[config.mk]
export PLATFORM = sky130hd
export DESIGN_NAME = ncr_nvm_channel_trigger_regs
export DESIGN_NICKNAME = d
export VERILOG_FILES = /design/src/core/ncr_pkg.sv /design/src/core/ncr_nvm_channel_trigger_regs.sv
export VERILOG_INCLUDE_DIRS = /design/src /design/src/core
export SDC_FILE = /design/constraint.sdc
export NUM_CORES = 1
export LEC_CHECK = 0
export BUFFER_PORTS_ARGS = -buffer_cell sky130_fd_sc_hd__buf_2
export CAP_MARGIN = 10
export CELL_PAD_IN_SITES_DETAIL_PLACEMENT = 0
export CELL_PAD_IN_SITES_GLOBAL_PLACEMENT = 2
export CORE_ASPECT_RATIO = 0.8
export CORE_MARGIN = 2
export CORE_UTILIZATION = 27
export DETAILED_ROUTE_END_ITERATION = 6
export PLACE_DENSITY_LB_ADDON = 0.1
export SYNTH_ARGS = -nofsm -noshare
export SYNTH_HDL_FRONTEND = slang
export SYNTH_SLANG_ARGS = --single-unit
[constraint.sdc]
create_clock -name clk_sys -period 1.05 [get_ports clk_sys]
set_input_delay 0.105 -clock clk_sys [delete_from_list [all_inputs] [get_ports clk_sys]]
set_output_delay 0.105 -clock clk_sys [all_outputs]
set_load 0.01 [all_outputs]
[src/core/ncr_defines.svh]
`ifndef NCR_DEFINES_SVH
`define NCR_DEFINES_SVH

// ----------------------------------------------------------------
// register addresses
// ----------------------------------------------------------------
`define NCR_ADDR_CHAN_TRIG 8'h21
`define NCR_ADDR_NVM_TAIL 8'h20
`define NCR_PMB_PAGE 8'hFF
`define NCR_PMB_CMD_CHAN_TRIG 8'hE5
`define NCR_PMB_CMD_NVM_TAIL 8'hE4

// ----------------------------------------------------------------
// reset values
// ----------------------------------------------------------------
`define NCR_RST_CHAN_TRIG 16'h0000
`define NCR_RST_NVM_TAIL 3'h0
`define NCR_RST_CHAN 4'h0

// ----------------------------------------------------------------
// field positions
// ----------------------------------------------------------------
`define NCR_BIT_RESTORE 0
`define NCR_BIT_PROGRAM 1
`define NCR_BIT_ROW_READ 2
`define NCR_CH_TOP 15
`define NCR_CH_STRIDE 4
`define NCR_FLD_CLEAR 0
`define NCR_FLD_LOW 1
`define NCR_FLD_HIGH 2
`define NCR_FLD_RUN 3

`endif

[src/core/ncr_pkg.sv]
package ncr_pkg;

  // one register access from the serial front end
  typedef struct packed {
    logic wr;
    logic rd;
    logic pmbus;
    logic [7:0] page;
    logic [7:0] addr;
    logic [15:0] wdata;
  } ncr_acc_s;

  // per-channel command pulses
  typedef struct packed {
    logic [3:0] clear;
    logic [3:0] low;
    logic [3:0] high;
  } ncr_chan_go_s;

endpackage : ncr_pkg

[src/core/ncr_nvm_channel_trigger_regs.sv]
`timescale 1ns/1ns
`include "ncr_defines.svh"

// Summary of operation
// - writing 1 starts fault-dump NVM row read
// - writing 1 starts NVM program, self-clears
// - writing 1 reloads NVM into registers
// - channel trigger register at 21h, reset zero
// - PMBus page FFh command E5h selects it
// - compare-clear resets latched comparator outputs
// - margin-low bit issues margin-low, self-clears
// - margin-high bit issues margin-high, self-clears
// - function-start bit runs waveform while one
// - window outputs latched or transparent per setting
module ncr_nvm_channel_trigger_regs
  import ncr_pkg::*;
#(
  parameter int CHANNELS = 4
) (
  input wire logic clk_sys,
  input wire logic resetn,
  input wire ncr_acc_s access,
  input wire logic windowLatchEn,
  input wire logic [CHANNELS-1:0] cmpRawIn,
  input wire logic [CHANNELS-1:0] winRawIn,
  output logic [15:0] regRdata,
  output logic regRvalid,
  output logic faultRowReadGo,
  output logic nonvolProgramGo,
  output logic nonvolRestoreGo,
  output logic [CHANNELS-1:0] compareClear,
  output logic [CHANNELS-1:0] marginLowGo,
  output logic [CHANNELS-1:0] marginHighGo,
  output logic [CHANNELS-1:0] wavegenRun,
  output logic [CHANNELS-1:0] cmpFlag,
  output logic [CHANNELS-1:0] winCmp
);

  // ----------------------------------------------------------------
  // address decode
  // ----------------------------------------------------------------
  logic pageOk;
  logic cmdChan;
  logic cmdTail;
  logic adrChan;
  logic adrTail;
  logic hitChan;
  logic hitTail;

  // compare page, command code and plain address once
  always_comb begin
    pageOk = (access.page == `NCR_PMB_PAGE);
    cmdChan = (access.addr == `NCR_PMB_CMD_CHAN_TRIG);
    cmdTail = (access.addr == `NCR_PMB_CMD_NVM_TAIL);
    adrChan = (access.addr == `NCR_ADDR_CHAN_TRIG);
    adrTail = (access.addr == `NCR_ADDR_NVM_TAIL);
  end

  // direct address or PMBus page plus command; on PMBus a foreign page hits nothing
  always_comb begin
    if (access.pmbus) begin
      hitChan = pageOk && cmdChan;
      hitTail = pageOk && cmdTail;
    end else begin
      hitChan = adrChan;
      hitTail = adrTail;
    end
  end

  // ----------------------------------------------------------------
  // access strobes
  // ----------------------------------------------------------------
  logic wrChan;
  logic wrTail;
  logic rdChan;
  logic rdTail;

  // qualify each hit with the kind of access
  always_comb begin
    wrChan = access.wr && hitChan;
    wrTail = access.wr && hitTail;
    rdChan = access.rd && hitChan;
    rdTail = access.rd && hitTail;
  end

  // ----------------------------------------------------------------
  // NVM trigger tail
  // ----------------------------------------------------------------
  logic [2:0] tailBits;
  logic [2:0] next_tailBits;

  // a 1 holds for exactly one cycle, a 0 starts nothing
  always_comb begin
    next_tailBits = `NCR_RST_NVM_TAIL;
    if (wrTail) begin
      next_tailBits = access.wdata[`NCR_BIT_ROW_READ:`NCR_BIT_RESTORE];
    end
  end

  // tail trigger flops, cleared again on the next edge
  always_ff @(posedge clk_sys or negedge resetn) begin
    if (!resetn) begin
      tailBits <= `NCR_RST_NVM_TAIL;
    end else begin
      tailBits <= next_tailBits;
    end
  end

  // each stored bit is its own start pulse
  assign faultRowReadGo = tailBits[`NCR_BIT_ROW_READ];
  assign nonvolProgramGo = tailBits[`NCR_BIT_PROGRAM];
  assign nonvolRestoreGo = tailBits[`NCR_BIT_RESTORE];

  // ----------------------------------------------------------------
  // per-channel field slices
  // ----------------------------------------------------------------
  logic [CHANNELS-1:0] fldClear;
  logic [CHANNELS-1:0] fldLow;
  logic [CHANNELS-1:0] fldHigh;
  logic [CHANNELS-1:0] fldRun;

  // channel n takes the nibble n places down from the top
  for (genvar n = 0; n < CHANNELS; n++) begin : g_slice
    localparam int CH_BASE = `NCR_CH_TOP - `NCR_CH_STRIDE * n;
    assign fldClear[n] = access.wdata[CH_BASE - `NCR_FLD_CLEAR];
    assign fldLow[n] = access.wdata[CH_BASE - `NCR_FLD_LOW];
    assign fldHigh[n] = access.wdata[CH_BASE - `NCR_FLD_HIGH];
    assign fldRun[n] = access.wdata[CH_BASE - `NCR_FLD_RUN];
  end

  // ----------------------------------------------------------------
  // per-channel trigger pulses
  // ----------------------------------------------------------------
  ncr_chan_go_s chanGo;
  ncr_chan_go_s next_chanGo;

  // write-only bits pulse for one cycle, then fall back to zero
  always_comb begin
    next_chanGo = '0;
    if (wrChan) begin
      next_chanGo.clear = fldClear;
      next_chanGo.low = fldLow;
      next_chanGo.high = fldHigh;
    end
  end

  // pulse flops, self-clearing by construction
  always_ff @(posedge clk_sys or negedge resetn) begin
    if (!resetn) begin
      chanGo <= '0;
    end else begin
      chanGo <= next_chanGo;
    end
  end

  // pulse outputs leave straight from the pulse flops
  assign compareClear = chanGo.clear;
  assign marginLowGo = chanGo.low;
  assign marginHighGo = chanGo.high;

  // ----------------------------------------------------------------
  // function-start bits
  // ----------------------------------------------------------------
  logic [CHANNELS-1:0] next_wavegenRun;

  // run bits keep what was written until rewritten or reset
  always_comb begin
    next_wavegenRun = wavegenRun;
    if (wrChan) begin
      next_wavegenRun = fldRun;
    end
  end

  // run bit flops, zero after reset
  always_ff @(posedge clk_sys or negedge resetn) begin
    if (!resetn) begin
      wavegenRun <= `NCR_RST_CHAN;
    end else begin
      wavegenRun <= next_wavegenRun;
    end
  end

  // ----------------------------------------------------------------
  // comparator inputs
  // ----------------------------------------------------------------
  logic [CHANNELS-1:0] cmpMeta;
  logic [CHANNELS-1:0] cmpSync;
  logic [CHANNELS-1:0] winMeta;
  logic [CHANNELS-1:0] winSync;
  logic [CHANNELS-1:0] next_cmpFlag;
  logic [CHANNELS-1:0] next_winCmp;

  // latching comparators are asynchronous: two flops each
  always_ff @(posedge clk_sys or negedge resetn) begin
    if (!resetn) begin
      cmpMeta <= `NCR_RST_CHAN;
      cmpSync <= `NCR_RST_CHAN;
    end else begin
      cmpMeta <= cmpRawIn;
      cmpSync <= cmpMeta;
    end
  end

  // window comparators are asynchronous: two flops each
  always_ff @(posedge clk_sys or negedge resetn) begin
    if (!resetn) begin
      winMeta <= `NCR_RST_CHAN;
      winSync <= `NCR_RST_CHAN;
    end else begin
      winMeta <= winRawIn;
      winSync <= winMeta;
    end
  end

  // ----------------------------------------------------------------
  // flag clear terms
  // ----------------------------------------------------------------
  logic [CHANNELS-1:0] cmpClr;
  logic [CHANNELS-1:0] winClr;

  // a clear pulse only takes effect while no set is seen
  always_comb begin
    cmpClr = chanGo.clear & ~cmpSync;
    winClr = chanGo.clear & ~winSync;
  end

  // latched comparator flag: a set wins over a clear in the same cycle
  always_comb begin
    next_cmpFlag = (cmpFlag & ~cmpClr) | cmpSync;
  end

  // comparator flag flops
  always_ff @(posedge clk_sys or negedge resetn) begin
    if (!resetn) begin
      cmpFlag <= `NCR_RST_CHAN;
    end else begin
      cmpFlag <= next_cmpFlag;
    end
  end

  // window output: latched with the set winning, or transparent to the input
  always_comb begin
    if (windowLatchEn) begin
      next_winCmp = (winCmp & ~winClr) | winSync;
    end else begin
      next_winCmp = winSync;
    end
  end

  // window output flops
  always_ff @(posedge clk_sys or negedge resetn) begin
    if (!resetn) begin
      winCmp <= `NCR_RST_CHAN;
    end else begin
      winCmp <= next_winCmp;
    end
  end

  // ----------------------------------------------------------------
  // read-back images
  // ----------------------------------------------------------------
  logic [15:0] chanImage;
  logic [15:0] tailImage;

  // run bits sit in their field; write-only bits always read zero
  always_comb begin
    chanImage = `NCR_RST_CHAN_TRIG;
    for (int n = 0; n < CHANNELS; n++) begin
      chanImage[`NCR_CH_TOP - `NCR_CH_STRIDE*n - `NCR_FLD_RUN] = wavegenRun[n];
    end
  end

  // the tail shows its pending trigger bits; upper bits read zero
  always_comb begin
    tailImage = '0;
    tailImage[`NCR_BIT_ROW_READ:`NCR_BIT_RESTORE] = tailBits;
  end

  // ----------------------------------------------------------------
  // read-back
  // ----------------------------------------------------------------
  logic [15:0] next_regRdata;

  // unmapped addresses and idle cycles read zero
  always_comb begin
    next_regRdata = `NCR_RST_CHAN_TRIG;
    if (rdChan) begin
      next_regRdata = chanImage;
    end else if (rdTail) begin
      next_regRdata = tailImage;
    end
  end

  // the answer stands for one cycle after every read, mapped or not
  always_ff @(posedge clk_sys or negedge resetn) begin
    if (!resetn) begin
      regRdata <= `NCR_RST_CHAN_TRIG;
      regRvalid <= 1'b0;
    end else begin
      regRdata <= next_regRdata;
      regRvalid <= access.rd;
    end
  end

endmodule : ncr_nvm_channel_trigger_regs

==> results of run 1 <==
## layout make-up
class,instances,area (um^2)
sequential,50,1250
inverter,4,15.0
fill,612,3790
multi-input combinational,56,467
clock buffer,6,72.6
tap,84,105
timing repair buffer,98,599
clock inverter,1,7.51
## layout by cell type, fill, tap and decap left out, types with 2 or more instances in the layout
cell type      synthesis  routed
buf_6                  1       5
and3_4                 0       3
dlygate4sd3_1          0      10
and3_1                 4       3
and2_4                 0      10
conb_1                 1      10
buf_2                  0      77
mux2_4                 0       4
inv_1                  4       4
dfrtp_1               50      50
a21o_1                 4       4
clkbuf_8               0       5
a31o_2                 4       4
and4_4                 0       2
buf_4                 10       5
and2_1                 5       4
nand4_1                3       3
## metrics by stage
| step | instances | total power, mW | area [um^2] |
|---|---|---|---|
| 2_1_floorplan | 122 | 2.11 | 1810 |
| 3_3_place_gp | 282 | 2.25 | 2290 |
| 3_5_place_dp | 282 | 2.26 | 2290 |
| 4_1_cts | 300 | 3.35 | 2510 |
| 5_1_grt | 299 | 3.48 | 2520 |
| 6_report | 299 | 3.29 | 2520 |
## registers in the layout, indices dropped and copies added (netlist names), 3 cells and up
| signal | count |
|---|---|
| marginLowGo | 4 |
| compareClear | 4 |
| winSync | 4 |
| tailBits | 3 |
| marginHighGo | 4 |
| cmpSync | 4 |
| winMeta | 4 |
| winCmp | 4 |
| cmpFlag | 4 |
| cmpMeta | 4 |
| wavegenRun | 4 |
| regRdata | 6 |
## worst max-delay path, cell delays in order
cell	delay [ns]
buf_6	0.09
or4_4	0.54
o31ai_4	0.08
and4_4	0.25
buf_6	0.12
mux2_4	0.29
## repair_timing
item	4_1_cts	5_1_grt
setup endpoints to repair	25	25
hold buffers	10	0
hold endpoints to repair	59	0
pin swaps	7	3
setup buffers	1	0
resized for setup	10	4
## logic make-up after synthesis
family | Yosys count
AND/OR/NAND/NOR | 32
other | 1
AO/OA/AOI/OAI | 9
buffers and inverters | 16
flip-flops | 50
multiplexers | 5
## routing by layer
metal / GRT usage, % / vias up
met5: 0 / -
met4: 4.83 / 0
met3: 3.76 / 2
met2: 17.4 / 43
met1: 13.1 / 558
li1: - / 560
## path summary, 6_finish.rpt
path / start / to / slack [ns]
setup / recovery: access[23] / wavegenRun[2] / -0.25
hold / removal: access[7] / compareClear[2] / 0.03
setup reg to reg: wavegenRun[3] / wavegenRun[3] / 0.25
hold reg to reg: winMeta[0] / winSync[0] / 0.35
max in group asynchronous: resetn / cmpFlag[2] / 0.49
min in group asynchronous: resetn / marginHighGo[0] / 0.33
## power by group through the flow
stage          Clock, mW  Sequential [mW]  Combinational [mW]
3_3_place_gp           0             2.03               0.225
6_report            1.04             1.99               0.263
2_1_floorplan          0             2.03              0.0765
3_5_place_dp           0             2.03               0.230
4_1_cts             1.10             1.99               0.265
5_1_grt             1.19             2.00               0.292
==> flow_metrics.py, run 1 <==
metrics = {
    "synthesis": {
        "synth_area_leaders": "dfrtp_1 72%, buf_4 4.3%, and2_2 3.9%",
        "synth_commonest_cells": "50 x dfrtp_1, 10 x buf_4, 9 x and2_2",
        "synth_compound_area_share_pct": 4.19,
        "synth_top_area_cell": "dfrtp_1",
        "syn_inst": 113,
        "synth_cell_types": 24,
        "synth_top_area_share_pct": 72.2,
        "yosys.area_share.simple_pct": 13.5,
        "yosysSeqAreaShare_pct": 72.2,
        "yosysMostFrequentCell": "dfrtp_1",
        "synth_top_family_by_area": "simple AND/OR/NAND/NOR gates",
        "yosys.area_share.xor_xnor_pct": 0,
        "yosysWarnings": 0,
        "syn_area_um2": 1730,
        "ys.flop_type": "dfrtp_1",
        "synth_seq_cells": 50,
        "avgSynthCellArea_um2": 15.3,
        "yosys.area_share.adder_pct": 0,
        "synth-async-reset-ratio_pct": 100,
        "synth_mux_area_share_pct": 3.18,
        "synth_edf_count": 0,
    },
    "global_routing": {
        "gr-total-overflow": 0,
        "grt_pass1_vias": 1187,
        "antenna_found_initial": 0,
        "grtUsageTotal_pct": 10.7,
        "grt_max_degree": 51,
        "grt_pass1_wl_um": 5580,
    },
    "cts": {
        "cts_buffers": 5,
        "clock_sinks": 50,
        "htree_levels": 2,
        "cts_tree": "built",
        "cts-root-buf": "clkbuf_8",
        "clkTransAtPathRegs_ns": 0.08,
        "clockBufferDepth": 2,
        "clk_latency_ns": 0.29,
    },
    "timing": {
        "rsz0062_at_grt": "true",
        "tns_ns": -2.90,
        "fmax_mhz": 769,
        "hold_violations": 0,
        "setup_slack_ns": -0.251,
        "period_share_pct": 124,
        "finalCriticalPeriod_ns": 1.30,
        "slew_viol_final": 0,
        "setup_violations": 25,
        "finalHoldWorstSlack_ns": 0.0259,
        "finClkSkew_ns": 0.00256,
    },
    "run_status": {
        "violations": "negative setup slack",
        "outcome": "finished, violations left",
    },
    "setup_path": {
        "reg2reg_depth": 1,
        "cp-start-kind": "primary input",
        "path_class": "primary input to flip-flop",
        "arrival_ns": 1.48,
        "cp-end-kind": "flip-flop",
        "crit_fanout": 4,
        "critPathRequiredTime_ns": 1.23,
    },
    "floorplan": {
        "dieArea_um2": 7080,
        "core_um2": 6310,
        "die_w_um": 93.6,
        "start_util_pct": 27.5,
        "chipHeight_um": 75.7,
        "ios": 90,
        "rows": 26,
    },
    "finish": {
        "area_growth_pct": 45.3,
        "finish.utilization_pct": 39.9,
        "antenna_cells": 0,
        "nets": 261,
        "drive_gt1_share_pct": 56.7,
    },
    "power_and_ir_drop": {
        "intPower_mw": 2.57,
        "switching_share_pct": 22.0,
        "combPwrFrac_pct": 8.0,
        "p_leak_nw": 1.31,
        "peakVddDrop_mv": 0.546,
        "p_clk_share_pct": 31.5,
        "power_frac_seq_pct": 60.5,
        "p_sw_mw": 0.722,
        "cellPowerDensity_nw_per_um2": 1310,
    },
    "detailed_routing": {
        "drt-initial-drc-count": 8,
        "drt-met1-wl_um": 1540,
        "route.met2.wl_um": 1850,
        "highest_layer": "met4",
        "drt-total-wl_um": 3670,
        "drtPass1Iterations": 4,
        "wl_per_cell_um": 12.3,
        "route.vias.total": 1163,
        "postRouteAntennaNets": 0,
        "avgViaCountPerCell": 3.89,
        "met3_wirelength_um": 245,
        "drc_errors": 0,
    },
    "placement": {
        "portBuffers": 79,
        "dp_hpwl_um": 2680,
        "post-place-ws_ns": -0.597,
        "globalplace.congestion": 0.626,
    },
    "job": {
        "maxCapViolCount": 0,
    },
    "worst_hold_path": {
        "min-delay-path-class": "primary input to flip-flop",
        "holdPathStages": 2,
    },
}
(Power assumes the default switching activity.)
==> run 2, diff against run 1 <==
HOLD_SLACK_MARGIN = 0.15   (was unset)
==> flow_metrics.py, run 2 (synthesized netlist as in run 1, its figures left out) <==
metrics = {
    "finish": {
        "antenna_cells": 0,
        "largest_register": "regRdata",
        "fin_area_um2": 2710,
        "largest_reg_flops": 6,
        "n_fill_cell": 602,
        "nets": 280,
        "drive_gt1_share_pct": 53.0,
        "area_growth_pct": 56.2,
        "final_common_cell": "buf_2",
        "layout_common_cells": "77 x buf_2, 50 x dfrtp_1, 28 x dlygate4sd3_1",
    },
    "cts": {
        "clockBufferDepth": 2,
        "cts_buffers": 5,
        "clk_latency_ns": 0.29,
        "htree_levels": 2,
        "cts_tree": "built",
        "clkTransAtPathRegs_ns": 0.08,
        "cts-root-buf": "clkbuf_8",
        "clock_sinks": 50,
    },
    "setup_path": {
        "r2r-start": "wavegenRun[3]",
        "crit_path_frequent_cell": "buf_6",
        "cp-start-kind": "primary input",
        "reg2reg_depth": 1,
        "r2r_slack_ns": 0.25,
        "r2r_end": "wavegenRun[3]",
        "cpMaxStageDelayCell": "or4_4",
        "worstPathCellList": "buf_6, or4_4, o31ai_4, and4_4, buf_6, mux2_4",
        "path_class": "primary input to flip-flop",
        "cp-end-kind": "flip-flop",
        "cpPeakStageDelay_ns": 0.54,
        "arrival_ns": 1.48,
        "critPathRequiredTime_ns": 1.23,
        "path_buf_inv": 2,
        "crit_fanout": 4,
        "crit_family": "simple AND/OR/NAND/NOR gates",
    },
    "placement": {
        "portBuffers": 79,
        "globalplace.congestion": 0.626,
        "dp_hpwl_um": 2680,
        "placed_area_um2": 2290,
    },
    "timing": {
        "hold_violations": 0,
        "finalCriticalPeriod_ns": 1.30,
        "setup_slack_ns": -0.251,
        "period_share_pct": 124,
        "fmax_mhz": 768,
        "tns_ns": -3.09,
        "rsz0062_at_grt": "true",
        "setup_violations": 25,
        "finClkSkew_ns": 0.00410,
        "slew_viol_final": 0,
    },
    "power_and_ir_drop": {
        "peakVddDrop_mv": 0.548,
        "cellPowerDensity_nw_per_um2": 1230,
        "p_leak_nw": 1.39,
    },
    "worst_hold_path": {
        "min-delay-path-class": "primary input to flip-flop",
        "hold_start": "access[16]",
        "holdPathStages": 3,
        "min_to": "marginHighGo[3]",
    },
    "detailed_routing": {
        "drt-initial-drc-count": 9,
        "postRouteAntennaNets": 0,
        "drc_errors": 0,
        "drt-total-wl_um": 3800,
        "route.vias.total": 1230,
        "wl_per_cell_um": 11.9,
        "drtPass1Iterations": 4,
        "avgViaCountPerCell": 3.87,
    },
    "run_status": {
        "outcome": "finished, violations left",
        "violations": "negative setup slack",
    },
    "floorplan": {
        "chipHeight_um": 75.7,
        "die_w_um": 93.6,
        "ios": 90,
        "rows": 26,
        "dieArea_um2": 7080,
        "start_util_pct": 27.5,
        "core_um2": 6310,
    },
    "global_routing": {
        "grt_pass1_wl_um": 5740,
        "grt_pass1_vias": 1225,
        "grtUsageTotal_pct": 11.0,
        "gr-total-overflow": 0,
        "grt_max_degree": 51,
        "antenna_found_initial": 0,
    },
    "job": {
        "maxCapViolCount": 0,
    },
}
==> run 2: changes by cell type in the layout (fill, tap and decap cells not counted) <==
cell / previous run / this run
nor2_2: 0 / 1
buf_4: 5 / 6
nor2_1: 1 / 0
dlygate4sd3_1: 10 / 28
==> run 2: final cells by class <==
cell class                 instances  area [um^2]  area share, %
sequential                        50         1250           46.2
timing repair buffer             117          787           29.1
multi-input combinational         56          469           17.3
tap                               84          105           3.88
clock buffer                       6         72.6           2.68
inverter                           4         15.0          0.555
clock inverter                     1         7.51          0.277
==> run 2: how the worst max path moves through the flow <==
stage               start             to  cells past startpoint
2_1_floorplan  access[32]  wavegenRun[0]                      5
6_report       access[23]  wavegenRun[2]                      6
4_1_cts        access[23]  wavegenRun[3]                      6
3_5_place_dp   access[32]  wavegenRun[2]                      6
3_3_place_gp   access[32]  wavegenRun[1]                      6
5_1_grt        access[23]  wavegenRun[3]                      6
==> run 2: power breakdown <==
group          leakage [nW]  switching (mW)  internal (mW)
Sequential            0.625          0.0177           1.97
Combinational         0.725           0.133          0.183
Clock                0.0373           0.580          0.458
==> run 2: repair_timing <==
item,in CTS,in global routing
cloned,0,0
setup buffers,1,0
hold buffers,28,0
resized for setup,10,4
hold endpoints to repair,83,0
endpoints found under the setup margin,25,25
pin swaps,7,2
==> run 2: per-stage QoR <==
stage	utilization, %	hold WS, ns	std cells	power (mW)	setup slack (ns)
3_5_place_dp	36.3	0.116	282	2.26	-0.597
5_1_grt	42.9	0.227	318	3.53	-0.253
6_report	42.9	0.229	318	3.34	-0.251
4_1_cts	42.6	0.206	318	3.40	-0.243
2_1_floorplan	-	-0.191	122	2.11	-0.416
3_3_place_gp	36.3	0.111	282	2.25	-0.557
==> run 2: routing by layer <==
| metal | wire, um | part of all wire (%) | GRT usage (%) | up-vias |
|---|---|---|---|---|
| li1 | - | - | - | 599 |
| met5 | 0 | 0 | 0 | - |
| met1 | 1600 | 42 | 13.3 | 586 |
| met4 | 38 | 1.0 | 4.83 | 0 |
| met2 | 1920 | 50 | 18.1 | 43 |
| met3 | 240 | 6.3 | 3.76 | 2 |
==> run 3, diff against run 2 <==
CORE_UTILIZATION = 29   (was 27)
CTS_BUF_LIST = sky130_fd_sc_hd__clkbuf_4   (was unset)
==> flow_metrics.py, run 3 (synthesized netlist as in run 1, its figures left out) <==
metrics = {
    "global_routing": {
        "grt_use_met1_pct": 15.4,
        "gr-total-overflow": 0,
        "grt_pass1_vias": 1350,
        "grtUsageTotal_pct": 12.7,
        "grt_max_degree": 51,
        "gr-usage-met3_pct": 4.96,
        "top_usage_layer": "met2",
        "grt_pass1_wl_um": 6330,
        "met2_usage_pct": 21.1,
        "antenna_found_initial": 0,
    },
    "timing": {
        "tns_ns": -1.66,
        "period_share_pct": 114,
        "hold_violations": 0,
        "finalHoldWorstSlack_ns": 0.202,
        "setup_violations": 15,
        "slew_viol_final": 0,
        "fmax_mhz": 839,
        "finClkSkew_ns": 0.00541,
        "rsz0062_at_grt": "true",
        "setup_slack_ns": -0.142,
        "finalCriticalPeriod_ns": 1.19,
    },
    "finish": {
        "largest_register": "regRdata",
        "layout_common_cells": "74 x buf_2, 50 x dfrtp_1, 29 x dlygate4sd3_1",
        "final_common_cell": "buf_2",
        "antenna_cells": 0,
        "area_growth_pct": 62.5,
        "nets": 291,
        "drive_gt1_share_pct": 54.1,
        "largest_reg_flops": 6,
    },
    "placement": {
        "globalplace.congestion": 0.698,
        "portBuffers": 79,
        "dp_hpwl_um": 2780,
        "post-place-ws_ns": -0.567,
    },
    "setup_path": {
        "path_class": "primary input to flip-flop",
        "cp-start-kind": "primary input",
        "crit_fanout": 6,
        "arrival_ns": 1.45,
        "critPathRequiredTime_ns": 1.31,
        "cp-end-kind": "flip-flop",
    },
    "detailed_routing": {
        "avgViaCountPerCell": 3.97,
        "drt-total-wl_um": 3890,
        "drtPass1Iterations": 4,
        "postRouteAntennaNets": 0,
        "route.vias.total": 1297,
        "drc_errors": 0,
        "drt-initial-drc-count": 42,
        "wl_per_cell_um": 11.9,
    },
    "floorplan": {
        "start_util_pct": 29.6,
        "dieArea_um2": 6610,
        "ios": 90,
        "core_um2": 5850,
        "chipHeight_um": 73.1,
        "die_w_um": 90.4,
        "rows": 25,
    },
    "cts": {
        "cts_buffers": 5,
        "cts_tree": "built",
        "clk_latency_ns": 0.36,
        "clkTransAtPathRegs_ns": 0.14,
        "clock_sinks": 50,
        "htree_levels": 2,
        "clockBufferDepth": 2,
        "cts-root-buf": "clkbuf_4",
    },
    "worst_hold_path": {
        "min-delay-path-class": "primary input to flip-flop",
    },
    "power_and_ir_drop": {
        "p_leak_nw": 1.46,
        "cellPowerDensity_nw_per_um2": 1300,
        "peakVddDrop_mv": 0.515,
    },
    "run_status": {
        "outcome": "finished, violations left",
        "violations": "negative setup slack",
    },
    "job": {
        "maxCapViolCount": 0,
    },
}
[run 3: cell types whose count changed in the layout (fill, tap and decap cells not counted), moves of 3 or more]
cell	previous run	this run
buf_2	77	74
clkbuf_4	0	5
buf_4	6	17
clkbuf_8	5	0
[run 3: cell type report]
| class | count | area [um^2] |
|---|---|---|
| sequential | 50 | 1250 |
| timing repair buffer | 128 | 887 |
| multi-input combinational | 56 | 455 |
| clock buffer | 5 | 37.5 |
| fill | 576 | 3030 |
| tap | 81 | 101 |
| clock inverter | 3 | 68.8 |
| inverter | 4 | 15.0 |
[run 3: path summary, 6_finish.rpt]
check	slack, ns	cells past startpoint	to	from
min in group asynchronous	0.24	3	marginHighGo[0]	resetn
setup / recovery	-0.14	6	wavegenRun[1]	access[23]
setup reg to reg	0.04	4	regRdata[0]	tailBits[0]
max in group asynchronous	0.58	3	winCmp[2]	resetn
hold / removal	0.20	3	tailBits[2]	access[34]
hold reg to reg	0.36	0	cmpSync[1]	cmpMeta[1]
[run 3: what timing repair did]
item                                    4_1_cts  5_1_grt
gates resized for setup                       4        9
buffers inserted                              6        6
endpoints found under the setup margin       21       43
hold endpoints to repair                     83        0
hold buffers                                 29        0
cloned                                        0        0
pin swaps                                     3        2
[run 3: power breakdown]
group | internal, mW | total, mW | switching [mW]
Sequential | 1.97 | 1.99 | 0.0154
Clock | 0.746 | 1.35 | 0.606
Combinational | 0.196 | 0.331 | 0.135
[run 3: stage by stage]
| step | instance area [um^2] | cells | power (mW) | utilization [%] |
|---|---|---|---|---|
| 2_1_floorplan | 1810 | 122 | 2.11 | - |
| 3_5_place_dp | 2280 | 278 | 2.26 | 38.9 |
| 6_report | 2820 | 327 | 3.67 | 48.1 |
| 5_1_grt | 2820 | 327 | 3.86 | 48.1 |
| 4_1_cts | 2730 | 321 | 3.73 | 46.7 |
| 3_3_place_gp | 2280 | 278 | 2.25 | 38.9 |
[run 3: critical path, stage by stage]
cell and delay (ns):
buf_6 0.09, or4_4 0.54, o31ai_4 0.07, and4_1 0.21, buf_6 0.14, mux2_4 0.30
[run 3: per-layer routing]
metal | vias up | part of all wire, %
li1 | 621 | -
met1 | 624 | 42
met2 | 48 | 50
met3 | 4 | 6.5
met4 | 0 | 0.80
met5 | - | 0
